**src/rtl/switch_global_consts.svh**
```systemverilog
`ifndef SWITCH_GLOBAL_CONSTS_SVH
`define SWITCH_GLOBAL_CONSTS_SVH
// Behaviour
// - Bit 5 of the mii/storm register enables switch mii flow control, reset from the rx data 3 strap.
// - Bit 4 of the mii/storm register selects 10 Mbps (1) or 100 Mbps (0), reset from the rx data 1 strap.
// - When the null-vid bit is set, a zero vlan id is replaced by the port default id; it resets to 0.
// - The 11-bit storm limit takes bits 10..8 from bits 2..0 (reset 000) and bits 7..0 from the next register.
// - Each input port counts data in 64-byte blocks and admits no more blocks per period than the limit.
// - The storm measurement period is 67 ms at 100 Mbps and 500 ms at 10 Mbps.
// - The low byte of the storm limit resets to 0x63.
// - Bit 7 of the led register is the upper led mode bit, loaded from its strap while reset is high.
// - The upper led mode bit and bit 1 of the same register form a two-bit led mode code.

// ----------------------------------------------------------------
// register offsets
// ----------------------------------------------------------------
`define ADDR_MII_STORM 8'h06
`define ADDR_STORM_LOW 8'h07
`define ADDR_FACTORY_A 8'h08
`define ADDR_FACTORY_B 8'h09
`define ADDR_FACTORY_C 8'h0a
`define ADDR_LED_CTRL 8'h0b

// ----------------------------------------------------------------
// field positions and reset values
// ----------------------------------------------------------------
`define FLOW_CTRL_BIT 5
`define SPEED_10_BIT 4
`define NULL_VID_BIT 3
`define STORM_HI_MSB 2
`define LED_UPPER_BIT 7
`define LED_LOWER_BIT 1
`define MII_CTRL_RESET 8'h00
`define STORM_LOW_RESET 8'h63
`define FACTORY_A_RESET 8'h00
`define FACTORY_B_RESET 8'h24
`define FACTORY_C_RESET 8'h35
`define LED_CTRL_RESET 8'h08
`define NULL_VID 12'h000

// ----------------------------------------------------------------
// storm timing
// ----------------------------------------------------------------
`define BLOCK_BYTES 64
`define CLK_PERIOD_NS 10
`define STORM_PERIOD_100_MS 67
`define STORM_PERIOD_10_MS 500
`define STORM_PERIOD_100_CYCLES \
    (`STORM_PERIOD_100_MS * 1000000 / `CLK_PERIOD_NS)
`define STORM_PERIOD_10_CYCLES \
    (`STORM_PERIOD_10_MS * 1000000 / `CLK_PERIOD_NS)
`define PERIOD_CNT_W 26
`define STORM_LIMIT_W 11
`endif

```
**src/rtl/switch_global_pkg.sv**
```systemverilog
`include "switch_global_consts.svh"
package switch_global_pkg;

    // one management access, read or write
    typedef struct packed {
        logic rd;
        logic wr;
        logic [7:0] addr;
        logic [7:0] wdata;
    } reg_req_t;

    // per-port storm accounting state
    typedef struct packed {
        logic [`PERIOD_CNT_W-1:0] period_cnt;
        logic [$clog2(`BLOCK_BYTES)-1:0] byte_cnt;
        logic [`STORM_LIMIT_W-1:0] block_cnt;
        logic block_ok;
    } storm_port_t;

endpackage

```
**src/rtl/storm_block_limiter.sv**
```systemverilog
`timescale 1ns/1ns
`include "switch_global_consts.svh"
module storm_block_limiter #(
    parameter int PORTS = 3,
    parameter int PERIOD_100_CYCLES = `STORM_PERIOD_100_CYCLES,
    parameter int PERIOD_10_CYCLES = `STORM_PERIOD_10_CYCLES
) (
    // clock and reset
    input wire logic clk,
    input wire logic reset,
    // settings
    input wire logic [`STORM_LIMIT_W-1:0] limit,
    input wire logic [PORTS-1:0] port_is_10,
    // data and verdict
    input wire logic [PORTS-1:0] byte_valid,
    output logic [PORTS-1:0] byte_drop,
    output logic [PORTS-1:0] over_limit
);
    localparam logic [`PERIOD_CNT_W-1:0] P100_LAST =
        `PERIOD_CNT_W'(PERIOD_100_CYCLES - 1);
    localparam logic [`PERIOD_CNT_W-1:0] P10_LAST =
        `PERIOD_CNT_W'(PERIOD_10_CYCLES - 1);

    switch_global_pkg::storm_port_t [PORTS-1:0] st_reg, st_next;
    logic [PORTS-1:0] drop_reg, drop_next, over_reg, over_next;

    // ----------------------------------------------------------------
    // per-port block accounting
    // ----------------------------------------------------------------
    // a block is admitted or refused on its first byte, so a frame is
    // cut inside a block only where a period reload restarts the byte
    // count; partial blocks carry over frames within one period
    always_comb begin
        switch_global_pkg::storm_port_t cur;
        logic ok;
        cur = '0;
        ok = 1'b0;
        st_next = st_reg;
        drop_next = '0;
        over_next = over_reg;
        for (int p = 0; p < PORTS; p++) begin
            cur = st_reg[p];
            if (st_reg[p].period_cnt == '0) begin
                cur.byte_cnt = '0;
                cur.block_cnt = '0;
                cur.block_ok = 1'b0;
                cur.period_cnt = port_is_10[p] ? P10_LAST : P100_LAST;
            end else begin
                cur.period_cnt = st_reg[p].period_cnt - 1'b1;
            end
            if (byte_valid[p]) begin
                if (cur.byte_cnt == '0) begin
                    ok = cur.block_cnt < limit;
                    cur.block_ok = ok;
                    if (ok) begin
                        cur.block_cnt = cur.block_cnt + 1'b1;
                    end
                end else begin
                    ok = cur.block_ok;
                end
                cur.byte_cnt = cur.byte_cnt + 1'b1;
                drop_next[p] = !ok;
            end
            over_next[p] = cur.block_cnt >= limit;
            st_next[p] = cur;
        end
        if (reset) begin
            st_next = '0;
            drop_next = '0;
            over_next = '0;
        end
    end

    // state registers
    always_ff @(posedge clk) begin
        st_reg <= st_next;
        drop_reg <= drop_next;
        over_reg <= over_next;
    end

    assign byte_drop = drop_reg;
    assign over_limit = over_reg;

    // ----------------------------------------------------------------
    // checks
    // ----------------------------------------------------------------
    for (genvar g = 0; g < PORTS; g++) begin : g_chk
        storm_admit_a: assert property (@(posedge clk) disable iff (reset)
            (byte_valid[g] && st_reg[g].period_cnt != '0 &&
             st_reg[g].byte_cnt == '0 && st_reg[g].block_cnt < limit)
            |=> !byte_drop[g])
            else $error("block under the limit was refused");
        storm_refuse_a: assert property (@(posedge clk) disable iff (reset)
            (byte_valid[g] && st_reg[g].period_cnt != '0 &&
             st_reg[g].byte_cnt == '0 && st_reg[g].block_cnt >= limit)
            |=> byte_drop[g])
            else $error("block over the limit was admitted");
        period_reload_a: assert property (@(posedge clk) disable iff (reset)
            st_reg[g].period_cnt == '0 |=> st_reg[g].period_cnt ==
            ($past(port_is_10[g]) ? P10_LAST : P100_LAST))
            else $error("storm period reloaded with wrong length");
    end
endmodule

```
**src/rtl/switch_global_control_bank.sv**
```systemverilog
`timescale 1ns/1ns
`include "switch_global_consts.svh"
module switch_global_control_bank #(
    parameter int PORTS = 3,
    parameter int PERIOD_100_CYCLES = `STORM_PERIOD_100_CYCLES,
    parameter int PERIOD_10_CYCLES = `STORM_PERIOD_10_CYCLES
) (
    // clock and reset
    input wire logic clk,
    input wire logic reset,
    // strap pins, sampled while reset is high
    input wire logic switch_rx_data3_strap,
    input wire logic switch_rx_data1_strap,
    input wire logic led_mode_upper_bit,
    input wire logic led_mode_lower_bit,
    // management register access
    input wire switch_global_pkg::reg_req_t reg_req,
    output logic [7:0] reg_rdata,
    output logic reg_rvalid,
    // settings to the switch core
    output logic flow_ctrl_en,
    output logic mii_speed_10,
    output logic null_vid_replace_en,
    output logic [`STORM_LIMIT_W-1:0] storm_limit,
    output logic [1:0] led_mode,
    // vlan id substitution
    input wire logic vid_valid,
    input wire logic [11:0] vid_in,
    input wire logic [11:0] port_vid,
    output logic [11:0] vid_out,
    output logic vid_out_valid,
    // storm protection, last port is the switch mii port
    input wire logic [PORTS-2:0] phy_speed_10,
    input wire logic [PORTS-1:0] storm_byte_valid,
    output logic [PORTS-1:0] storm_byte_drop,
    output logic [PORTS-1:0] storm_over_limit
);

    // ----------------------------------------------------------------
    // register state
    // ----------------------------------------------------------------
    logic [7:0] mii_reg, mii_next;
    logic [7:0] low_reg, low_next;
    logic [7:0] fta_reg, fta_next;
    logic [7:0] ftb_reg, ftb_next;
    logic [7:0] ftc_reg, ftc_next;
    logic [7:0] led_reg, led_next;
    logic [7:0] rdata_reg, rdata_next;
    logic rvalid_reg, rvalid_next;
    logic [11:0] vid_reg, vid_next;
    logic vidv_reg, vidv_next;
    logic [PORTS-1:0] port_is_10;

    // ----------------------------------------------------------------
    // read decode
    // ----------------------------------------------------------------
    // unmapped offsets read as zero so a stray probe sees no garbage
    function automatic logic [7:0] read_mux(
        input logic [7:0] addr,
        input logic [7:0] mii,
        input logic [7:0] low,
        input logic [7:0] fa,
        input logic [7:0] fb,
        input logic [7:0] fc,
        input logic [7:0] led
    );
        logic [7:0] d;
        d = 8'h00;
        case (addr)
            `ADDR_MII_STORM: d = mii;
            `ADDR_STORM_LOW: d = low;
            `ADDR_FACTORY_A: d = fa;
            `ADDR_FACTORY_B: d = fb;
            `ADDR_FACTORY_C: d = fc;
            `ADDR_LED_CTRL: d = led;
            default: d = 8'h00;
        endcase
        return d;
    endfunction

    // ----------------------------------------------------------------
    // register file next state
    // ----------------------------------------------------------------
    // straps are sampled on every edge while reset is high, so the
    // value present at the last reset edge is the one kept
    always_comb begin
        mii_next = mii_reg;
        low_next = low_reg;
        fta_next = fta_reg;
        ftb_next = ftb_reg;
        ftc_next = ftc_reg;
        led_next = led_reg;
        if (reset) begin
            mii_next = `MII_CTRL_RESET;
            mii_next[`FLOW_CTRL_BIT] = switch_rx_data3_strap;
            mii_next[`SPEED_10_BIT] = switch_rx_data1_strap;
            low_next = `STORM_LOW_RESET;
            fta_next = `FACTORY_A_RESET;
            ftb_next = `FACTORY_B_RESET;
            ftc_next = `FACTORY_C_RESET;
            led_next = `LED_CTRL_RESET;
            led_next[`LED_UPPER_BIT] = led_mode_upper_bit;
            led_next[`LED_LOWER_BIT] = led_mode_lower_bit;
        end else if (reg_req.wr) begin
            // factory registers are plain storage; keeping them at
            // their defaults is up to software
            case (reg_req.addr)
                `ADDR_MII_STORM: mii_next = reg_req.wdata;
                `ADDR_STORM_LOW: low_next = reg_req.wdata;
                `ADDR_FACTORY_A: fta_next = reg_req.wdata;
                `ADDR_FACTORY_B: ftb_next = reg_req.wdata;
                `ADDR_FACTORY_C: ftc_next = reg_req.wdata;
                `ADDR_LED_CTRL: led_next = reg_req.wdata;
                default: ;
            endcase
        end
    end

    // register file flops
    always_ff @(posedge clk) begin
        mii_reg <= mii_next;
        low_reg <= low_next;
        fta_reg <= fta_next;
        ftb_reg <= ftb_next;
        ftc_reg <= ftc_next;
        led_reg <= led_next;
    end

    // ----------------------------------------------------------------
    // read port
    // ----------------------------------------------------------------
    // a read in the same cycle as a write returns the old contents
    always_comb begin
        rdata_next = rdata_reg;
        rvalid_next = 1'b0;
        if (reset) begin
            rdata_next = 8'h00;
        end else if (reg_req.rd) begin
            rdata_next = read_mux(reg_req.addr, mii_reg, low_reg,
                fta_reg, ftb_reg, ftc_reg, led_reg);
            rvalid_next = 1'b1;
        end
    end

    // read data flops
    always_ff @(posedge clk) begin
        rdata_reg <= rdata_next;
        rvalid_reg <= rvalid_next;
    end

    // ----------------------------------------------------------------
    // null vlan id substitution
    // ----------------------------------------------------------------
    // one cycle of latency; result holds until the next request
    always_comb begin
        vid_next = vid_reg;
        vidv_next = 1'b0;
        if (reset) begin
            vid_next = 12'h000;
        end else if (vid_valid) begin
            vidv_next = 1'b1;
            if (mii_reg[`NULL_VID_BIT] && vid_in == `NULL_VID) begin
                vid_next = port_vid;
            end else begin
                vid_next = vid_in;
            end
        end
    end

    // substitution flops
    always_ff @(posedge clk) begin
        vid_reg <= vid_next;
        vidv_reg <= vidv_next;
    end

    // ----------------------------------------------------------------
    // outputs, all straight from flops
    // ----------------------------------------------------------------
    assign reg_rdata = rdata_reg;
    assign reg_rvalid = rvalid_reg;
    assign flow_ctrl_en = mii_reg[`FLOW_CTRL_BIT];
    assign mii_speed_10 = mii_reg[`SPEED_10_BIT];
    assign null_vid_replace_en = mii_reg[`NULL_VID_BIT];
    assign storm_limit = {mii_reg[`STORM_HI_MSB:0], low_reg};
    // two-bit led mode code
    assign led_mode = {led_reg[`LED_UPPER_BIT], led_reg[`LED_LOWER_BIT]};
    assign vid_out = vid_reg;
    assign vid_out_valid = vidv_reg;

    // ----------------------------------------------------------------
    // storm protection
    // ----------------------------------------------------------------
    // the switch mii port follows its own speed bit; phy ports report
    // their negotiated speed from outside
    assign port_is_10 = {mii_reg[`SPEED_10_BIT], phy_speed_10};

    storm_block_limiter #(
        .PORTS(PORTS),
        .PERIOD_100_CYCLES(PERIOD_100_CYCLES),
        .PERIOD_10_CYCLES(PERIOD_10_CYCLES)
    ) u_storm (
        .clk(clk),
        .reset(reset),
        .limit(storm_limit),
        .port_is_10(port_is_10),
        .byte_valid(storm_byte_valid),
        .byte_drop(storm_byte_drop),
        .over_limit(storm_over_limit)
    );

    // ----------------------------------------------------------------
    // checks
    // ----------------------------------------------------------------
    flow_strap_a: assert property (@(posedge clk) disable iff (reset)
        $fell(reset) |->
        flow_ctrl_en == $past(switch_rx_data3_strap))
        else $error("flow control not loaded from its strap");

    speed_strap_a: assert property (@(posedge clk) disable iff (reset)
        $fell(reset) |->
        mii_speed_10 == $past(switch_rx_data1_strap))
        else $error("mii speed not loaded from its strap");

    null_vid_sub_a: assert property (@(posedge clk) disable iff (reset)
        (vid_valid && null_vid_replace_en && vid_in == `NULL_VID)
        |=> vid_out_valid && vid_out == $past(port_vid))
        else $error("null vlan id was not replaced");

    vid_pass_a: assert property (@(posedge clk) disable iff (reset)
        (vid_valid && !null_vid_replace_en) |=> vid_out == $past(vid_in))
        else $error("vlan id changed while replacement is off");

    storm_reset_a: assert property (@(posedge clk) disable iff (reset)
        $fell(reset) |-> storm_limit == {3'h0, `STORM_LOW_RESET}
        && !null_vid_replace_en)
        else $error("storm limit or null vid bit reset wrong");

    storm_low_a: assert property (@(posedge clk) disable iff (reset)
        $fell(reset) ##0 !reg_req.wr |=> storm_limit[7:0] == 8'h63)
        else $error("storm limit low byte did not reset to 0x63");

    led_strap_a: assert property (@(posedge clk) disable iff (reset)
        $fell(reset) |-> led_mode == {$past(led_mode_upper_bit),
        $past(led_mode_lower_bit)})
        else $error("led mode not loaded from its straps");

    led_write_a: assert property (@(posedge clk) disable iff (reset)
        (reg_req.wr && reg_req.addr == `ADDR_LED_CTRL) |=>
        led_mode == {$past(reg_req.wdata[7]), $past(reg_req.wdata[1])})
        else $error("led mode does not follow its register bits");

    readback_a: assert property (@(posedge clk) disable iff (reset)
        (reg_req.wr && !reg_req.rd && reg_req.addr == `ADDR_FACTORY_B)
        ##1 (reg_req.rd && !reg_req.wr &&
        reg_req.addr == `ADDR_FACTORY_B)
        |=> reg_rvalid && reg_rdata == $past(reg_req.wdata, 2))
        else $error("register did not read back the last write");

    read_latency_a: assert property (@(posedge clk) disable iff (reset)
        reg_req.rd |=> reg_rvalid ##1 !reg_rvalid || $past(reg_req.rd))
        else $error("read valid not a single-cycle answer");

endmodule

```
**config.mk**
```make
export PLATFORM = sky130hd
export DESIGN_NAME = switch_global_control_bank
export DESIGN_NICKNAME = d
export VERILOG_FILES = /design/src/rtl/switch_global_pkg.sv /design/src/rtl/storm_block_limiter.sv /design/src/rtl/switch_global_control_bank.sv
export VERILOG_INCLUDE_DIRS = /design/src /design/src/rtl
export SDC_FILE = /design/constraint.sdc
export NUM_CORES = 1
export LEC_CHECK = 0
export BUFFER_PORTS_ARGS = -buffer_cell sky130_fd_sc_hd__buf_2
export CAP_MARGIN = 10
export CORE_MARGIN = 3
export CORE_UTILIZATION = 35
export CTS_BUF_LIST = sky130_fd_sc_hd__clkbuf_4
export CTS_CLUSTER_SIZE = 25
export DETAILED_ROUTE_END_ITERATION = 7
export SLEW_MARGIN = 10
export SYNTH_ARGS = -nofsm -noshare
export SYNTH_HDL_FRONTEND = slang
export SYNTH_SLANG_ARGS = --single-unit
```
**constraint.sdc**
```tcl
create_clock -name clk -period 6.1 [get_ports clk]
set_input_delay 0.61 -clock clk [delete_from_list [all_inputs] [get_ports clk]]
set_output_delay 0.61 -clock clk [all_outputs]
set_load 0.005 [all_outputs]
```
==> results of run 1 <==
==> path summary, 6_finish.rpt <==
check        cells past startpoint                    end                   from
max                             21  u_storm.over_limit[1]     u_storm.st_reg[72]
min reg2reg                      2             led_reg[2]             led_reg[2]
min                              3             mii_reg[4]  switch_rx_data1_strap
max reg2reg                     21  u_storm.over_limit[1]     u_storm.st_reg[72]
==> stage by stage <==
| step | setup WS [ns] | util | power [mW] | hold slack (ns) | area [µm²] |
|---|---|---|---|---|---|
| 2_1_floorplan | 0.990 | - | 3.10 | 0.433 | 11200 |
| 3_3_place_gp | 0.647 | 0.387 | 3.42 | 0.443 | 12000 |
| 3_5_place_dp | 0.556 | 0.387 | 3.46 | 0.452 | 12000 |
| 4_1_cts | 0.532 | 0.410 | 4.73 | 0.142 | 12700 |
| 5_1_grt | 0.186 | 0.410 | 5.06 | 0.141 | 12700 |
| 6_report | 0.511 | 0.410 | 4.67 | 0.195 | 12700 |
==> Yosys cell counts (all sizes together) (25+ instances only) <==
cell and n:
mux2i 39, nor4 36, a211oi 25, xor2 35
nor3 43, clkbuf 48, o21ai 37, ha 74
xnor2 56, nand3 39, a21oi 95, nor2 149
inv 51, nand2 147, dfxtp 204
==> final cells by class <==
class | count | area [µm²]
multi-input cells | 1001 | 6510
clock buffers | 87 | 653
inverters | 53 | 199
flip-flops and latches | 208 | 4200
diodes | 2 | 5.00
clock inverters | 11 | 57.6
fillers | 3188 | 18300
well taps | 396 | 495
repair buffers | 114 | 616
==> placed cells by master (no fill, tap or decap), types with 32 or more instances in the layout <==
master and instances:
nand3_1 39, dfxtp_1 204, nor3_1 41, nor2_1 148
inv_1 51, xor2_1 35, ha_1 74, o21ai_0 35
nand2_1 147, xnor2_1 56, clkbuf_4 87, buf_2 96
a21oi_1 94, mux2i_1 39, nor4_1 32
==> cell families after synthesis <==
group,count (synthesis)
fa+ha+maj,74
mux,55
xor+xnor,91
simple gates,540
buf+inv,117
flops,208
compound gates,241
==> metal layers <==
layer | vias to the layer above | wire (µm)
met4 | 0 | 686
met3 | 59 | 1330
met2 | 227 | 13600
li1 | 4959 | -
met1 | 4665 | 13500
met5 | - | 0
==> power groups by stage <==
stage	Clock, mW	Combinational, mW	Sequential [mW]
after global routing	1.36	1.82	1.88
final	1.23	1.61	1.84
after detailed placement	0	1.60	1.86
after CTS	1.28	1.61	1.84
after floorplan	0	1.28	1.81
after global placement	0	1.57	1.85
==> critical path: cells and delay by family, from the launching register on <==
family,cells,cell delay (ns)
muxes,1,0.39
and+or+nand+nor,5,1.97
adders and majority gates,2,0.57
DFF,1,0.33
buffers and inverters,2,0.26
AOI/OAI and AO/OA,11,1.92
==> flow_summary.ini, run 1 <==
[drt]
via_count = 9910
drt_wl_total_mm = 29.0
routedWlPerCell_um = 15.5
drc = 0
ant_nets = 0
routed_via_density = 5.29
drt_pass1_iterations = 5
drt_iter0_drc = 641

[global_routing]
grt_usage = 0.170
gr-usage-met3 = 0.0308
grt_overflow = 0
grt_max_degree = 64
gr-usage-met2 = 0.279
grt_pass1_vias = 9700
met1_usage = 0.225
grt-busiest-layer = met2
grt_pass1_wl_mm = 48.2
antenna_found_initial = 1

[synthesis]
ys_warn_count = 0
synth_compound_area_frac = 0.139
synthSimpleGateAreaFrac = 0.237
synth_ff_type = dfxtp_1
yosysUniqueCellTypes = 71
ys_seq_area_frac = 0.376
syn-mean-instance-area_um2 = 8.43
ys_seq_elements = 208
yosys-top-cells-area = dfxtp_1 (37%), ha_1 (8.3%), nor2_1 (5.0%)
synth.area.mux_share = 0.0514
synthArstFlopShare = 0
synth_area_um2 = 11200
syn_inst = 1326
synth_edf_count = 4
synth_top_area_cell = dfxtp_1
syn_nets = 1454
synthXorXnorAreaFrac = 0.0713
synth.top_cell.area_share = 0.365
synthAdderAreaFrac = 0.0828
synth_top_family_by_area = simple AND/OR/NAND/NOR gates

[worst_setup_path]
crit_type = reg -> reg
cp_slowest_stage_delay_ns = 0.56
ff2ff_setup_slack_ns = 0.51
cp_max_fo = 32
critical_path.cell_chain = or4_1 > or4b_1 > buf_4 > or2_2 > nand2_1 > inv_1 > ha_1 > a21oi_1 > a211oi_1 > a21boi_0 > o211ai_1 > a21oi_4 > mux2_2 > ha_1 > nor2b_1 > o21a_1 > o21a_1 > o21ai_0 > a21boi_0 > o211ai_1 > a211oi_1
arrival_ns = 6.15
cp-end-kind = flop
crit_required_ns = 6.66
crit_slowest_cell = or2_2
start_kind = flop

[placed_design]
io_buffers = 97
gp_congestion = 0.835
dp_hpwl_mm = 20.3
post-place-cells = 1772

[job]
max_cap_violations = 0

[power]
ir_drop_v = 0.000175
seq_power_share = 0.393
p_sw_frac = 0.372
intPower_mw = 2.93
cellPowerDensity_nw_per_um2 = 367
leakage_nw = 5.35
power.share.clock = 0.263
pwr-share-comb = 0.344
switching_power_mw = 1.74

[floorplanning]
core_region_area_um2 = 31100
row_count = 64
initial_core_util = 0.360
pin_count = 98
die_w_um = 185
dieArea_um2 = 34100
die_h_um = 185

[sta]
drv_slew = 0
hold_viol = 0
worstMarginPinSlew_ns = 0.902
tns_ns = 0
rsz0062_at_grt = no
max_freq_ghz = 0.179
setup_violations = 0
min_period_ns = 5.59
slew_headroom = 0.395
fin_skew_ns = 0.0640
fin_crit_sh = 0.916

[status]
outcome = finished clean

[clock_tree]
cts_tree = built
root_buffer = clkbuf_4
cts.hold.buffers_added = 0
insertion_delay_ns = 0.70
cts_setup_buffers = 0
cts_num_sinks = 208
cts_buffers = 56
h-tree-depth = 2
post_cts_resized = 0
cts_buffer_depth = 3
clkTransAtPathRegs_ns = 0.07

[layout]
nNetsFinal = 1562
final_cells = 1872
largest_reg_flops = 132
area_growth_pct = 14.0
final_layout_size_suffix_gt1_frac = 0.163

[hold_path]
hold_path_class = in -> reg
Note: power is estimated with default switching activity, not from simulation.
==> run 2, diff against run 1 <==
Settings changed: CORE_ASPECT_RATIO set to 0.75.
==> run 2 against run 1 <==
  * Critical endpoint unchanged
  * Worst hold slack worse by 0.0098 ns
  * Global-route usage is 0.12 points lower
  * Count of clock-buffer cells in the layout is 17 lower
  * Sequential share of layout area hardly changed
  * Setup slack worse by 0.018 ns
  * Highest routed layer unchanged
==> flow_summary.ini, run 2 (synthesized netlist as in run 1, its figures left out) <==
[status]
outcome = finished clean

[worst_setup_path]
crit_start = u_storm.st_reg[72]
crit_required_ns = 6.65
reg2reg_from = u_storm.st_reg[72]
ff2ff_setup_slack_ns = 0.49
crit_type = reg -> reg
reg2reg_depth = 21
cp-end-kind = flop
cp_max_fo = 32
arrival_ns = 6.16
setup.worst_path.end = u_storm.over_limit[1]
reg2reg_to = u_storm.over_limit[1]
start_kind = flop

[sta]
min_period_ns = 5.61
tns_ns = 0
worstMarginPinSlew_ns = 0.969
drv_slew = 0
setup_violations = 0
max_freq_ghz = 0.178
fin_crit_sh = 0.919
hold_viol = 0
rsz0062_at_grt = no
slew_headroom = 0.350
hold_ws_ns = 0.185
fin_skew_ns = 0.0577

[power]
cellPowerDensity_nw_per_um2 = 369
pwr-share-comb = 0.347
power.share.clock = 0.262
p_sw_frac = 0.378
seq_power_share = 0.392
leakage_nw = 5.33
ir_drop_v = 0.000171
switching_power_mw = 1.78
intPower_mw = 2.93

[layout]
largest_reg_flops = 132
nNetsFinal = 1559
final_cell_mix = dfxtp_1 (204), nor2_1 (148), nand2_1 (147), buf_2 (96), a21oi_1 (94)
final_layout_size_suffix_gt1_frac = 0.155
final_cells = 1882
area_growth_pct = 14.0
fin_util = 0.406
layout_commonest_cell = dfxtp_1
fillers = 3237

[clock_tree]
cts_tree = built
post_cts_resized = 0
clkTransAtPathRegs_ns = 0.08
h-tree-depth = 2
insertion_delay_ns = 0.72
root_buffer = clkbuf_4
cts_setup_buffers = 0
cts_num_sinks = 208
cts.hold.buffers_added = 0
cts_buffers = 52
cts_buffer_depth = 3

[floorplanning]
pin_count = 98
die_h_um = 161
core_region_area_um2 = 31400
initial_core_util = 0.356
die_w_um = 212
dieArea_um2 = 34100
row_count = 56

[global_routing]
antenna_found_initial = 1
grt_usage = 0.169
grt_pass1_vias = 9245
grt_pass1_wl_mm = 47.4
grt_overflow = 0
grt_max_degree = 77

[hold_path]
hold_path_class = in -> reg

[drt]
drt_pass1_iterations = 5
drc = 0
ant_nets = 0
drt_iter0_drc = 642
via_count = 9779
routed_via_density = 5.20
drt_wl_total_mm = 29.2
routedWlPerCell_um = 15.5

[job]
max_cap_violations = 0

[placed_design]
gp_congestion = 0.821
post-place-cells = 1783
io_buffers = 97
dp_hpwl_mm = 20.8
## run 2: power groups by stage
stage	clock network [mW]	logic [mW]	registers [mW]
after floorplan	0	1.28	1.81
after global placement	0	1.58	1.86
after detailed placement	0	1.62	1.86
after CTS	1.28	1.63	1.84
after global routing	1.35	1.84	1.88
final	1.23	1.63	1.84
## run 2: worst min-delay path by stage
stage / startpoint / endpoint / slack (ns) / depth (start not counted)
floorplan: u_storm.st_reg[39] / u_storm.st_reg[39] / 0.43 / 1
detailed placement: ftc_reg[3] / ftc_reg[3] / 0.45 / 2
finish: switch_rx_data1_strap / mii_reg[4] / 0.19 / 3
CTS: led_mode_upper_bit / led_reg[7] / 0.12 / 3
global placement: led_reg[4] / led_reg[4] / 0.44 / 2
global route: led_mode_upper_bit / led_reg[7] / 0.16 / 3
## run 2: layout make-up
cell class	instances	area (µm²)	share of cell area
Clock inverter	28	171	0.0135
Sequential cell	208	4200	0.330
Clock buffer	70	526	0.0412
Timing Repair Buffer	115	623	0.0489
Multi-Input combinational cell	1001	6510	0.511
Tap cell	406	508	0.0399
Antenna cell	1	2.50	0.000196
Inverter	53	199	0.0156
## run 2: layer usage
layer,vias to the layer above,global-route usage,part of all wire
met3,34,0.0373,0.053
li1,4939,-,-
met4,0,0.0423,0.012
met5,-,0,0
met1,4604,0.248,0.51
met2,202,0.250,0.43
## run 2: worst max-delay path: stages, from the launching register on
cell and delay, ns:
dfxtp_1 0.33, or4_1 0.53, or4b_1 0.47, buf_4 0.19, or2_2 0.55, nand2_1 0.28
inv_1 0.07, ha_1 0.28, a21oi_1 0.20, a211oi_1 0.12, a21boi_0 0.28, o211ai_1 0.22
a21oi_4 0.30, mux2_2 0.39, ha_1 0.28, nor2b_1 0.14, o21a_1 0.16, o21a_1 0.15
o21ai_0 0.13, a21boi_0 0.11, o211ai_1 0.19, a211oi_1 0.10
## run 2: metrics by stage
stage | worst slack, ns | total power, mW | cell area (µm²)
finish | 0.492 | 4.70 | 12700
global route | 0.167 | 5.07 | 12700
CTS | 0.522 | 4.74 | 12700
detailed placement | 0.513 | 3.48 | 12000
global placement | 0.616 | 3.44 | 12000
floorplan | 0.990 | 3.10 | 11200
